--- src/logic/lcx_pkg.sv ---
package lcx_pkg;
  // ********************************************************
  // command byte patterns
  // ********************************************************
  localparam logic [7:0] CMD_NOP = 8'h00;
  localparam logic [2:0] CMD_FUNC_SET = 3'h1;        // 001 mx my pd v h
  localparam logic [4:0] CMD_STATUS_RD = 5'h03;       // 00011 0xx (read side)
  // basic set
  localparam logic [4:0] CMD_DISP_CTRL = 5'h01;      // 00001 d 0 e
  localparam logic [6:0] CMD_RANGE = 7'h08;          // 0001000 prs
  localparam logic [6:0] CMD_PUMP_ON = 7'h09;        // 000100 1 pc
  localparam logic [6:0] CMD_DISP_CFG = 7'h0B;       // 000101 1 x, double
  localparam logic [3:0] CMD_DATA_LEN = 4'h7;        // 0111xxxx, double
  localparam logic [3:0] CMD_SET_Y = 4'h4;           // 0100yyyy
  localparam logic [3:0] CMD_YMAX = 4'h5;            // 0101xxxx, double
  localparam logic [3:0] CMD_XMAX = 4'h6;            // 0110xxxx, double
  // extended set
  localparam logic [5:0] CMD_TEMP = 6'h01;           // 000001 tc
  localparam logic [5:0] CMD_PUMP_STAGES = 6'h02;    // 000010 s
  localparam logic [4:0] CMD_BIAS = 5'h02;           // 00010 bs
  localparam logic [4:0] CMD_RSVD_DBL = 5'h0C;       // 01100xxx, double
  localparam logic [4:0] CMD_DRIVE_MODE = 5'h0A;     // 01010xxx, double
  localparam logic [4:0] CMD_ROW_MASK = 5'h0D;       // 01101xxx, double
  localparam logic [4:0] CMD_INIT_ROW = 5'h09;       // 01001xxx, double
  localparam logic [4:0] CMD_START_LINE = 5'h0B;     // 01011xxx, double
  localparam logic [7:0] CMD_OTP_OFF = 8'h1C;
  localparam logic [7:0] CMD_CALIB = 8'h1E;
  localparam logic [7:0] CMD_SOFT_RESET = 8'h71;
  // ********************************************************
  // reset values and limits
  // ********************************************************
  localparam logic [1:0] RST_PUMP = 2'h0;
  localparam logic [2:0] RST_BIAS = 3'h0;
  localparam logic [7:0] RST_MASK = 8'hFF;
  localparam logic [6:0] RST_ROW = 7'h00;
  localparam logic [6:0] RST_VOLT = 7'h00;
  localparam logic [6:0] RST_XMAX = 7'h65;
  localparam logic [3:0] RST_YMAX = 4'h8;
  localparam logic [1:0] RST_DISP = 2'h0;
  localparam logic [1:0] RST_TC = 2'h0;
  localparam logic [6:0] ROW_LIMIT = 7'h42;          // highest row or line, 66
  localparam logic [6:0] XMAX_LIMIT = 7'h65;
  localparam logic [3:0] YMAX_LIMIT = 4'h8;
  localparam logic [2:0] MAKER_CODE = 3'h5;          // arbitrary value
  localparam logic [1:0] CLASS_CODE = 2'h2;          // arbitrary value
  localparam int SOFT_RESET_CYCLES = 8;              // reset sequence length
  // display mode {d, e}
  localparam logic [1:0] DISP_BLANK = 2'h0;
  localparam logic [1:0] DISP_ALL_ON = 2'h1;
  localparam logic [1:0] DISP_NORMAL = 2'h2;
  localparam logic [1:0] DISP_INVERSE = 2'h3;
  // second byte expected
  typedef enum logic [2:0] {
    OP_NONE, OP_DRIVE, OP_MASK, OP_ROW, OP_LINE, OP_RSVD, OP_XMAX, OP_YMAX
  } lcx_operand_type;
  typedef enum logic [1:0] {
    OP2_NONE, OP2_CFG, OP2_LEN
  } lcx_basic_op_type;
endpackage

--- src/logic/lcx_decoder.sv ---
`timescale 1ns/1ps
module lcx_decoder
  import lcx_pkg::*;
(
  input wire logic i_clk,
  input wire logic i_rst_n,
  // byte link from the host, one byte per accepted cycle
  input wire logic i_cmd_valid,
  input wire logic [7:0] i_cmd_byte,
  output logic o_cmd_ready,
  output logic [7:0] o_status_byte,
  // function set state, valid in both sets, then basic-set row swaps and data order
  output logic o_sleep_bit,
  output logic o_ext_set,
  output logic o_vertical_addr,
  output logic o_column_mirror,
  output logic o_vertical_flip,
  output logic o_upper_row_swap,
  output logic o_lower_row_swap,
  output logic o_data_order,
  // basic-set configuration
  output logic o_voltage_range_select,
  output logic o_charge_pump_enable,
  // drive and scan settings
  output logic [1:0] o_display_mode,
  output logic [1:0] o_temp_coeff_select,
  output logic [1:0] o_charge_pump_stages,
  output logic [2:0] o_bias_select,
  output logic o_full_row_drive,
  output logic [7:0] o_partial_row_mask,
  output logic [6:0] o_initial_row,
  output logic [6:0] o_start_line,
  output logic [6:0] o_drive_voltage_code,
  output logic [6:0] o_column_wrap_limit,
  output logic [3:0] o_bank_wrap_limit,
  output logic [6:0] o_data_length,
  // sticky flags for the programming path
  output logic o_calibration_mode,
  output logic o_otp_disabled,
  // one-cycle strobes towards the address counter
  output logic o_set_y_pulse,
  output logic [3:0] o_set_y_value,
  output logic o_set_x_pulse,
  output logic [6:0] o_set_x_value
);
  import lcx_pkg::*;

  // ********************************************************
  // decode helpers
  // ********************************************************
  function automatic logic [6:0] clamp_row(input logic [6:0] v);
    clamp_row = (v > ROW_LIMIT) ? ROW_LIMIT : v;
  endfunction

  // a byte decodes as a command only when no operand is owed
  function automatic logic cmd_slot(input lcx_operand_type p, input lcx_basic_op_type q);
    cmd_slot = (p == OP_NONE) && (q == OP2_NONE);
  endfunction

  // handshake and sequencer hooks
  logic take;
  logic soft_busy;
  logic soft_clear;
  logic wipe;
  logic [7:0] b;
  logic is_cmd;
  // operand owed by a double command
  lcx_operand_type pend_q;
  lcx_basic_op_type bpend_q;
  // configuration registers, one per field
  logic ext_q;
  logic sleep_q;
  logic vaddr_q;
  logic mx_q;
  logic my_q;
  logic trs_q;
  logic brs_q;
  logic dord_q;
  logic prs_q;
  logic pc_q;
  logic [1:0] disp_q;
  logic [1:0] tc_q;
  logic [1:0] pump_q;
  logic [2:0] bias_q;
  logic full_q;
  logic [7:0] mask_q;
  logic [6:0] row_q;
  logic [6:0] line_q;
  logic [6:0] volt_q;
  logic [6:0] xmax_q;
  logic [3:0] ymax_q;
  logic [6:0] dlen_q;
  logic calib_q;
  logic otp_off_q;
  // address strobes and their values
  logic y_pulse_q;
  logic [3:0] y_val_q;
  logic x_pulse_q;
  logic [6:0] x_val_q;

  // a byte is taken only while no reset sequence runs
  assign b = i_cmd_byte;
  assign take = i_cmd_valid && !soft_busy;
  // soft reset reuses the hard reset path one cycle after the command
  assign wipe = !i_rst_n || soft_clear;
  assign is_cmd = cmd_slot(pend_q, bpend_q);

  // ********************************************************
  // software reset sequencer
  // ********************************************************
  lcx_reset_seq #(
    .CYCLES(SOFT_RESET_CYCLES)
  ) u_reset_seq (
    .i_clk(i_clk),
    .i_rst_n(i_rst_n),
    .i_start(take && is_cmd && b == CMD_SOFT_RESET),
    .o_busy(soft_busy),
    .o_clear(soft_clear)
  );

  // commands refused while the reset sequence runs
  assign o_cmd_ready = !soft_busy;

  // ********************************************************
  // operand tracking for double commands
  // ********************************************************
  // the byte after a first half is never decoded as a command
  // reserved doubles still pend, so their operand is swallowed
  always_ff @(posedge i_clk) begin
    if (wipe) begin
      pend_q <= OP_NONE;
      bpend_q <= OP2_NONE;
    end else if (take) begin
      pend_q <= OP_NONE;
      bpend_q <= OP2_NONE;
      if (is_cmd) begin
        if (ext_q) begin
          case (b[7:3])
            CMD_DRIVE_MODE: pend_q <= OP_DRIVE;
            CMD_ROW_MASK: pend_q <= OP_MASK;
            CMD_INIT_ROW: pend_q <= OP_ROW;
            CMD_START_LINE: pend_q <= OP_LINE;
            CMD_RSVD_DBL: pend_q <= OP_RSVD; // operand swallowed
            default: pend_q <= OP_NONE;
          endcase
        end else begin
          if (b[7:4] == CMD_XMAX) pend_q <= OP_XMAX;
          if (b[7:4] == CMD_YMAX) pend_q <= OP_YMAX;
          if (b[7:1] == CMD_DISP_CFG) bpend_q <= OP2_CFG;
          if (b[7:4] == CMD_DATA_LEN && b != CMD_SOFT_RESET) bpend_q <= OP2_LEN;
        end
      end
    end
  end

  // ********************************************************
  // function set: valid in both sets
  // ********************************************************
  always_ff @(posedge i_clk) begin
    if (wipe) begin
      ext_q <= 1'b0;
      sleep_q <= 1'b1;
      vaddr_q <= 1'b0;
      mx_q <= 1'b0;
      my_q <= 1'b0;
    end else if (take && is_cmd && b[7:5] == CMD_FUNC_SET) begin
      mx_q <= b[4];
      my_q <= b[3];
      sleep_q <= b[2];
      vaddr_q <= b[1];
      ext_q <= b[0];
    end
  end

  // ********************************************************
  // extended-set single commands
  // ********************************************************
  // reserved single codes fall through the chain unchanged
  // at most one pattern matches a byte, so the chain order is free
  always_ff @(posedge i_clk) begin
    if (wipe) begin
      pump_q <= RST_PUMP;
      bias_q <= RST_BIAS;
      volt_q <= RST_VOLT;
      tc_q <= RST_TC;
      calib_q <= 1'b0;
      otp_off_q <= 1'b0;
    end else if (take && ext_q && is_cmd) begin
      if (b[7]) begin
        volt_q <= b[6:0];
      end else if (b[7:2] == CMD_PUMP_STAGES) begin
        pump_q <= b[1:0];
      end else if (b[7:2] == CMD_TEMP) begin
        tc_q <= b[1:0];
      end else if (b[7:3] == CMD_BIAS) begin
        bias_q <= b[2:0];
      end else if (b == CMD_CALIB) begin
        calib_q <= 1'b1;
      end else if (b == CMD_OTP_OFF) begin
        otp_off_q <= 1'b1;
      end
    end
  end

  // ********************************************************
  // extended-set operands
  // ********************************************************
  // out-of-range rows are clamped to 66, line 67 holds icons
  // pend_q names the extended operands only in the extended set, so no set test here
  always_ff @(posedge i_clk) begin
    if (wipe) begin
      full_q <= 1'b1;
      mask_q <= RST_MASK;
      row_q <= RST_ROW;
      line_q <= RST_ROW;
    end else if (take) begin
      case (pend_q)
        OP_DRIVE: full_q <= b[0];
        OP_MASK: mask_q <= b;
        OP_ROW: row_q <= clamp_row(b[6:0]);
        OP_LINE: line_q <= clamp_row(b[6:0]);
        default: ;
      endcase
    end
  end

  // ********************************************************
  // basic-set commands
  // ********************************************************
  always_ff @(posedge i_clk) begin
    if (wipe) begin
      disp_q <= RST_DISP;
      prs_q <= 1'b0;
      pc_q <= 1'b1;
      trs_q <= 1'b0;
      brs_q <= 1'b0;
      dord_q <= 1'b0;
      xmax_q <= RST_XMAX;
      ymax_q <= RST_YMAX;
      dlen_q <= '0;
    end else if (take && !ext_q) begin
      // basic decode sleeps while the extended set is on
      if (is_cmd) begin
        if (b[7:3] == CMD_DISP_CTRL && !b[1]) disp_q <= {b[2], b[0]};
        if (b[7:1] == CMD_RANGE) prs_q <= b[0];
        if (b[7:1] == CMD_PUMP_ON) pc_q <= b[0];
      end
      case (pend_q)
        OP_XMAX: xmax_q <= (b[6:0] > XMAX_LIMIT) ? XMAX_LIMIT : b[6:0];
        OP_YMAX: ymax_q <= (b[3:0] > YMAX_LIMIT) ? YMAX_LIMIT : b[3:0];
        default: ;
      endcase
      case (bpend_q)
        OP2_CFG: begin
          dord_q <= b[2];
          trs_q <= b[1];
          brs_q <= b[0];
        end
        OP2_LEN: dlen_q <= b[6:0];
        default: ;
      endcase
    end
  end

  // address set strobes go to the address counter for one cycle
  always_ff @(posedge i_clk) begin
    if (wipe) begin
      y_pulse_q <= 1'b0;
      x_pulse_q <= 1'b0;
      y_val_q <= '0;
      x_val_q <= '0;
    end else begin
      // values follow every taken byte; only the strobe qualifies them
      y_pulse_q <= take && !ext_q && is_cmd && b[7:4] == CMD_SET_Y;
      x_pulse_q <= take && !ext_q && is_cmd && b[7];
      if (take) y_val_q <= b[3:0];
      if (take) x_val_q <= b[6:0];
    end
  end

  // ********************************************************
  // status byte and outputs
  // ********************************************************
  // display counts as on when awake and not blanked
  assign o_status_byte = {soft_busy,
                          !sleep_q && disp_q != DISP_BLANK,
                          soft_busy,
                          MAKER_CODE, CLASS_CODE};

  // plain taps of the registers above
  assign o_sleep_bit = sleep_q;
  assign o_ext_set = ext_q;
  assign o_vertical_addr = vaddr_q;
  assign o_column_mirror = mx_q;
  assign o_vertical_flip = my_q;
  assign o_upper_row_swap = trs_q;
  assign o_lower_row_swap = brs_q;
  assign o_data_order = dord_q;
  assign o_voltage_range_select = prs_q;
  assign o_charge_pump_enable = pc_q;
  assign o_display_mode = disp_q;
  assign o_temp_coeff_select = tc_q;
  assign o_charge_pump_stages = pump_q;
  assign o_bias_select = bias_q;
  assign o_full_row_drive = full_q;
  assign o_partial_row_mask = mask_q;
  assign o_initial_row = row_q;
  assign o_start_line = line_q;
  assign o_drive_voltage_code = volt_q;
  assign o_column_wrap_limit = xmax_q;
  assign o_bank_wrap_limit = ymax_q;
  assign o_data_length = dlen_q;
  assign o_calibration_mode = calib_q;
  assign o_otp_disabled = otp_off_q;
  assign o_set_y_pulse = y_pulse_q;
  assign o_set_y_value = y_val_q;
  assign o_set_x_pulse = x_pulse_q;
  assign o_set_x_value = x_val_q;
endmodule

--- src/logic/lcx_reset_seq.sv ---
`timescale 1ns/1ps
// ********************************************************
// software reset sequencer
// ********************************************************
module lcx_reset_seq #(
  parameter int CYCLES = 8
) (
  input wire logic i_clk,
  input wire logic i_rst_n,
  input wire logic i_start,
  output logic o_busy,
  output logic o_clear
);
  logic [$clog2(CYCLES+1)-1:0] cnt_q;

  // counts down; clear pulses when the count leaves zero
  always_ff @(posedge i_clk) begin
    if (!i_rst_n) begin
      cnt_q <= '0;
    end else if (i_start && cnt_q == '0) begin
      cnt_q <= ($clog2(CYCLES+1))'(CYCLES);
    end else if (cnt_q != '0) begin
      cnt_q <= cnt_q - 1'b1;
    end
  end

  assign o_busy = (cnt_q != '0);
  assign o_clear = (cnt_q == ($clog2(CYCLES+1))'(CYCLES));
endmodule

--- config.mk ---
export PLATFORM = sky130hd
export DESIGN_NAME = lcx_decoder
export DESIGN_NICKNAME = d
export VERILOG_FILES = /design/src/logic/lcx_pkg.sv /design/src/logic/lcx_decoder.sv /design/src/logic/lcx_reset_seq.sv
export SDC_FILE = /design/constraint.sdc
export NUM_CORES = 1
export LEC_CHECK = 0
export ABC_CLOCK_PERIOD_IN_PS = 4350
export BUFFER_PORTS_ARGS = -buffer_cell sky130_fd_sc_hd__buf_2
export CAP_MARGIN = 15
export CORE_MARGIN = 3
export CORE_UTILIZATION = 50
export DETAILED_ROUTE_END_ITERATION = 16
export GPL_ROUTABILITY_DRIVEN = 0
export GPL_TIMING_DRIVEN = 0
export PLACE_DENSITY = 0.77
export SLEW_MARGIN = 20
export SYNTH_ARGS = -nofsm -noshare
export SYNTH_HDL_FRONTEND = slang
export SYNTH_SLANG_ARGS = --single-unit
--- constraint.sdc ---
create_clock -name i_clk -period 4.35 [get_ports i_clk]
set_input_delay 0.6525 -clock i_clk [delete_from_list [all_inputs] [get_ports i_clk]]
set_output_delay 0.6525 -clock i_clk [all_outputs]
set_load 0.02 [all_outputs]
==> results.toml <==
[finish]
layout-drive-gt1-share_pct = 24.03
final_common_cell = "buf_2"
nets = 549
syn2layout_area_growth_pct = 21.30
antennaDiodeCount = 0
layout_common_cells = "buf_2 (93), dfxtp_1 (87), nand2_1 (76)"
final_area_sq_um = 4568

[worst_hold_path]
min_path_type = "reg -> reg"

[power_and_ir_drop]
seqPwrFrac_pct = 43.4
p_int_mw = 1.351
ir_worst_vdd_uv = 193.4
netSwitchingFraction_pct = 31.86
power_density_nw_per_um2 = 434.1
cellLeakagePower_nw = 2.125
p_switching_mw = 0.6318
p_total_mw = 1.983
power_frac_comb_pct = 26.2
power_frac_clock_pct = 30.4

[yosys]
avgSynthCellArea_sq_um = 8.718
syn_inst = 432
synth_fa_ha_area_share_pct = 0.3322
synth_xor_area_share_pct = 0.2326
synthArstFlopShare_pct = 0
synth-simple-area-share_pct = 26.88
synth_top_family_by_area = "simple AND/OR/NAND/NOR gates"
synth_edf_count = 0
dominantRegCellSynth = "dfxtp_1"
ys_ff_latch = 87
synth.distinct_cells = 51
synth_mux_area_share_pct = 11.43
synth_warnings = 0
yosysSeqAreaShare_pct = 46.25
netlist_area_sq_um = 3766
synth_compound_area_share_pct = 7.841

[sta]
rsz0062_at_grt = "false"
hold_violations = 0
clock_skew_ps = 5.401
hold_ws_ps = 457.1
tns_ps = 0
tightestPinTransition_ps = 802.5
maxSlewHeadroom_pct = 45.75
finalCriticalPeriod_ps = 2545
fin_crit_sh_pct = 58.51
setup_viol = 0
max_freq_ghz = 0.3929
drv_slew = 0
worst_slack_ps = 1805

[clock_network]
htree_levels = 3
cts.root.buffer_cell = "clkbuf_8"
clock_path_buffers = 2
hold_buffers = 0
post_cts_buffers = 0
clk_transition_reported_paths_ps = 80
cts-resized-gates = 0
cts_tree = "done"
clock_latency_ps = 350
cts_sinks = 87
numCtsBuffers = 9

[worst_setup_path]
startpoint_type = "flip-flop"
required_ps = 3700
cp.arrival_ps = 1890
crit_type = "reg -> out"
cp-end-kind = "primary output"
worstPathMaxFanout = 6

[run]
drv_cap = 0

[die]
initial_utilization_pct = 51.65
rows = 31
fp.dieW_um = 92.79
core_sq_um = 7292
die_y_um = 92.79
die_area_sq_um = 8610
num_io_pins = 102

[detailed_routing]
wire_per_inst_um = 15.05
via_per_inst = 5.336
drc = 0
drt-initial-drc-count = 249
totalWireLength_um = 9631
ant_nets = 0
dr.pass1.iters = 5
vias = 3415

[outcome]
status = "finished, final reports clean"

[global_routing]
grt_util_all_layers_pct = 23.59
grt_pass1_vias = 3262
grt_max_degree = 14
antenna_found_initial = 0
grt_pass1_wl_um = 16050
grt_overflow = 0

[placement]
io_buffers = 91
post-dp-hpwl_um = 7023
dpl_cell_area_sq_um = 4357
post-place-ws_ps = 2001
-- synthesized netlist by cell type (all sizes together) (2+ instances only) --
| cell type | n | area [sq um] |
|---|---|---|
| nand2 | 76 | 285.3 |
| nand4b | 3 | 26.28 |
| nor2 | 41 | 153.9 |
| o2111ai | 2 | 17.52 |
| o21ai | 7 | 35.03 |
| a32o | 2 | 20.02 |
| mux2i | 43 | 430.4 |
| dfxtp | 87 | 1742 |
| buf | 18 | 126.4 |
| nand4 | 4 | 25.02 |
| nor3 | 8 | 51.30 |
| a21oi | 23 | 115.1 |
| or3b | 3 | 26.28 |
| nor2b | 7 | 43.79 |
| nand3 | 21 | 110.1 |
| o211ai | 4 | 30.03 |
| nand2b | 5 | 31.28 |
| inv | 6 | 22.52 |
| o21a | 3 | 22.52 |
| and2 | 2 | 12.51 |
| or3 | 5 | 36.28 |
| nor4b | 7 | 73.82 |
| or4 | 2 | 18.77 |
| nor4 | 4 | 40.04 |
| clkbuf | 29 | 108.9 |
| and3 | 2 | 12.51 |
| nand3b | 3 | 22.52 |
| conb | 2 | 7.510 |
-- sequential cells by signal, indices dropped and copies added (netlist names), 4 cells and up --
name / count
o_partial_row_mask: 8
o_column_wrap_limit: 7
o_data_length: 7
o_drive_voltage_code: 7
o_initial_row: 7
o_start_line: 7
o_bank_wrap_limit: 4
o_set_x_value: 4
u_reset_seq.cnt_q: 4
-- metal layers --
layer	GRT usage [%]	share of wire (%)	routed length, um	vias up
met5	0	0	0	-
li1	-	-	-	1667
met1	31.10	44	4265	1583
met4	10.13	2.3	219	0
met2	36.17	45	4358	140
met3	6.499	8.2	787	25
-- stage by stage --
| step | util (%) | std cells |
|---|---|---|
| after floorplan | - | 435 |
| after global placement | 59.75 | 625 |
| after detailed placement | 59.75 | 625 |
| after CTS | 62.65 | 640 |
| after global routing | 62.65 | 640 |
| final | 62.65 | 640 |
-- worst paths after layout --
path | cells after the start | slack (ps) | end | startpoint
max | 6 | 1810 | o_status_byte[7] | u_reset_seq.cnt_q[0]$_SDFFE_PP0P_
min | 2 | 460 | o_bank_wrap_limit[0]$_SDFFE_PP0P_ | o_bank_wrap_limit[0]$_SDFFE_PP0P_
max reg2reg | 7 | 2070 | o_partial_row_mask[4]$_SDFFE_PP1P_ | u_reset_seq.cnt_q[0]$_SDFFE_PP0P_
min reg2reg | 2 | 460 | o_bank_wrap_limit[0]$_SDFFE_PP0P_ | o_bank_wrap_limit[0]$_SDFFE_PP0P_
-- power groups by stage --
stage / Combinational, mW / Clock (mW) / Sequential [mW]
floorplan: 0.361 / 0 / 0.900
global placement: 0.511 / 0 / 0.878
detailed placement: 0.516 / 0 / 0.880
CTS: 0.518 / 0.611 / 0.861
global route: 0.575 / 0.645 / 0.867
finish: 0.519 / 0.604 / 0.860
-- cells by family (layout without fill, tap and decap cells) --
kind of cell | count (synthesis) | after routing
and+or+nand+nor | 197 | 197
AOI/OAI and AO/OA | 48 | 48
muxes | 43 | 43
adders and majority gates | 1 | 1
other | 2 | 5
DFF | 87 | 87
xor gates and xnor gates | 1 | 1
buffers and inverters | 53 | 159
-- cell type report --
| type | count | area, sq um |
|---|---|---|
| Buffer | 47 | 235.2 |
| Clock buffer | 11 | 141.4 |
| Clock inverter | 4 | 70.07 |
| Fill cell | 682 | 2724 |
| Inverter | 6 | 22.52 |
| Multi-Input combinational cell | 295 | 1778 |
| Sequential cell | 87 | 1742 |
| Tap cell | 99 | 123.9 |
| Timing Repair Buffer | 91 | 455.4 |
-- worst max-delay path, cell delays in order (launching register included) --
cell	delay, ps
dfxtp_1	330
inv_1	60
ha_1	230
or3b_2	450
clkbuf_1	170
buf_4	160
buf_2	150
No activity file was read; power rests on OpenSTA's default activity.
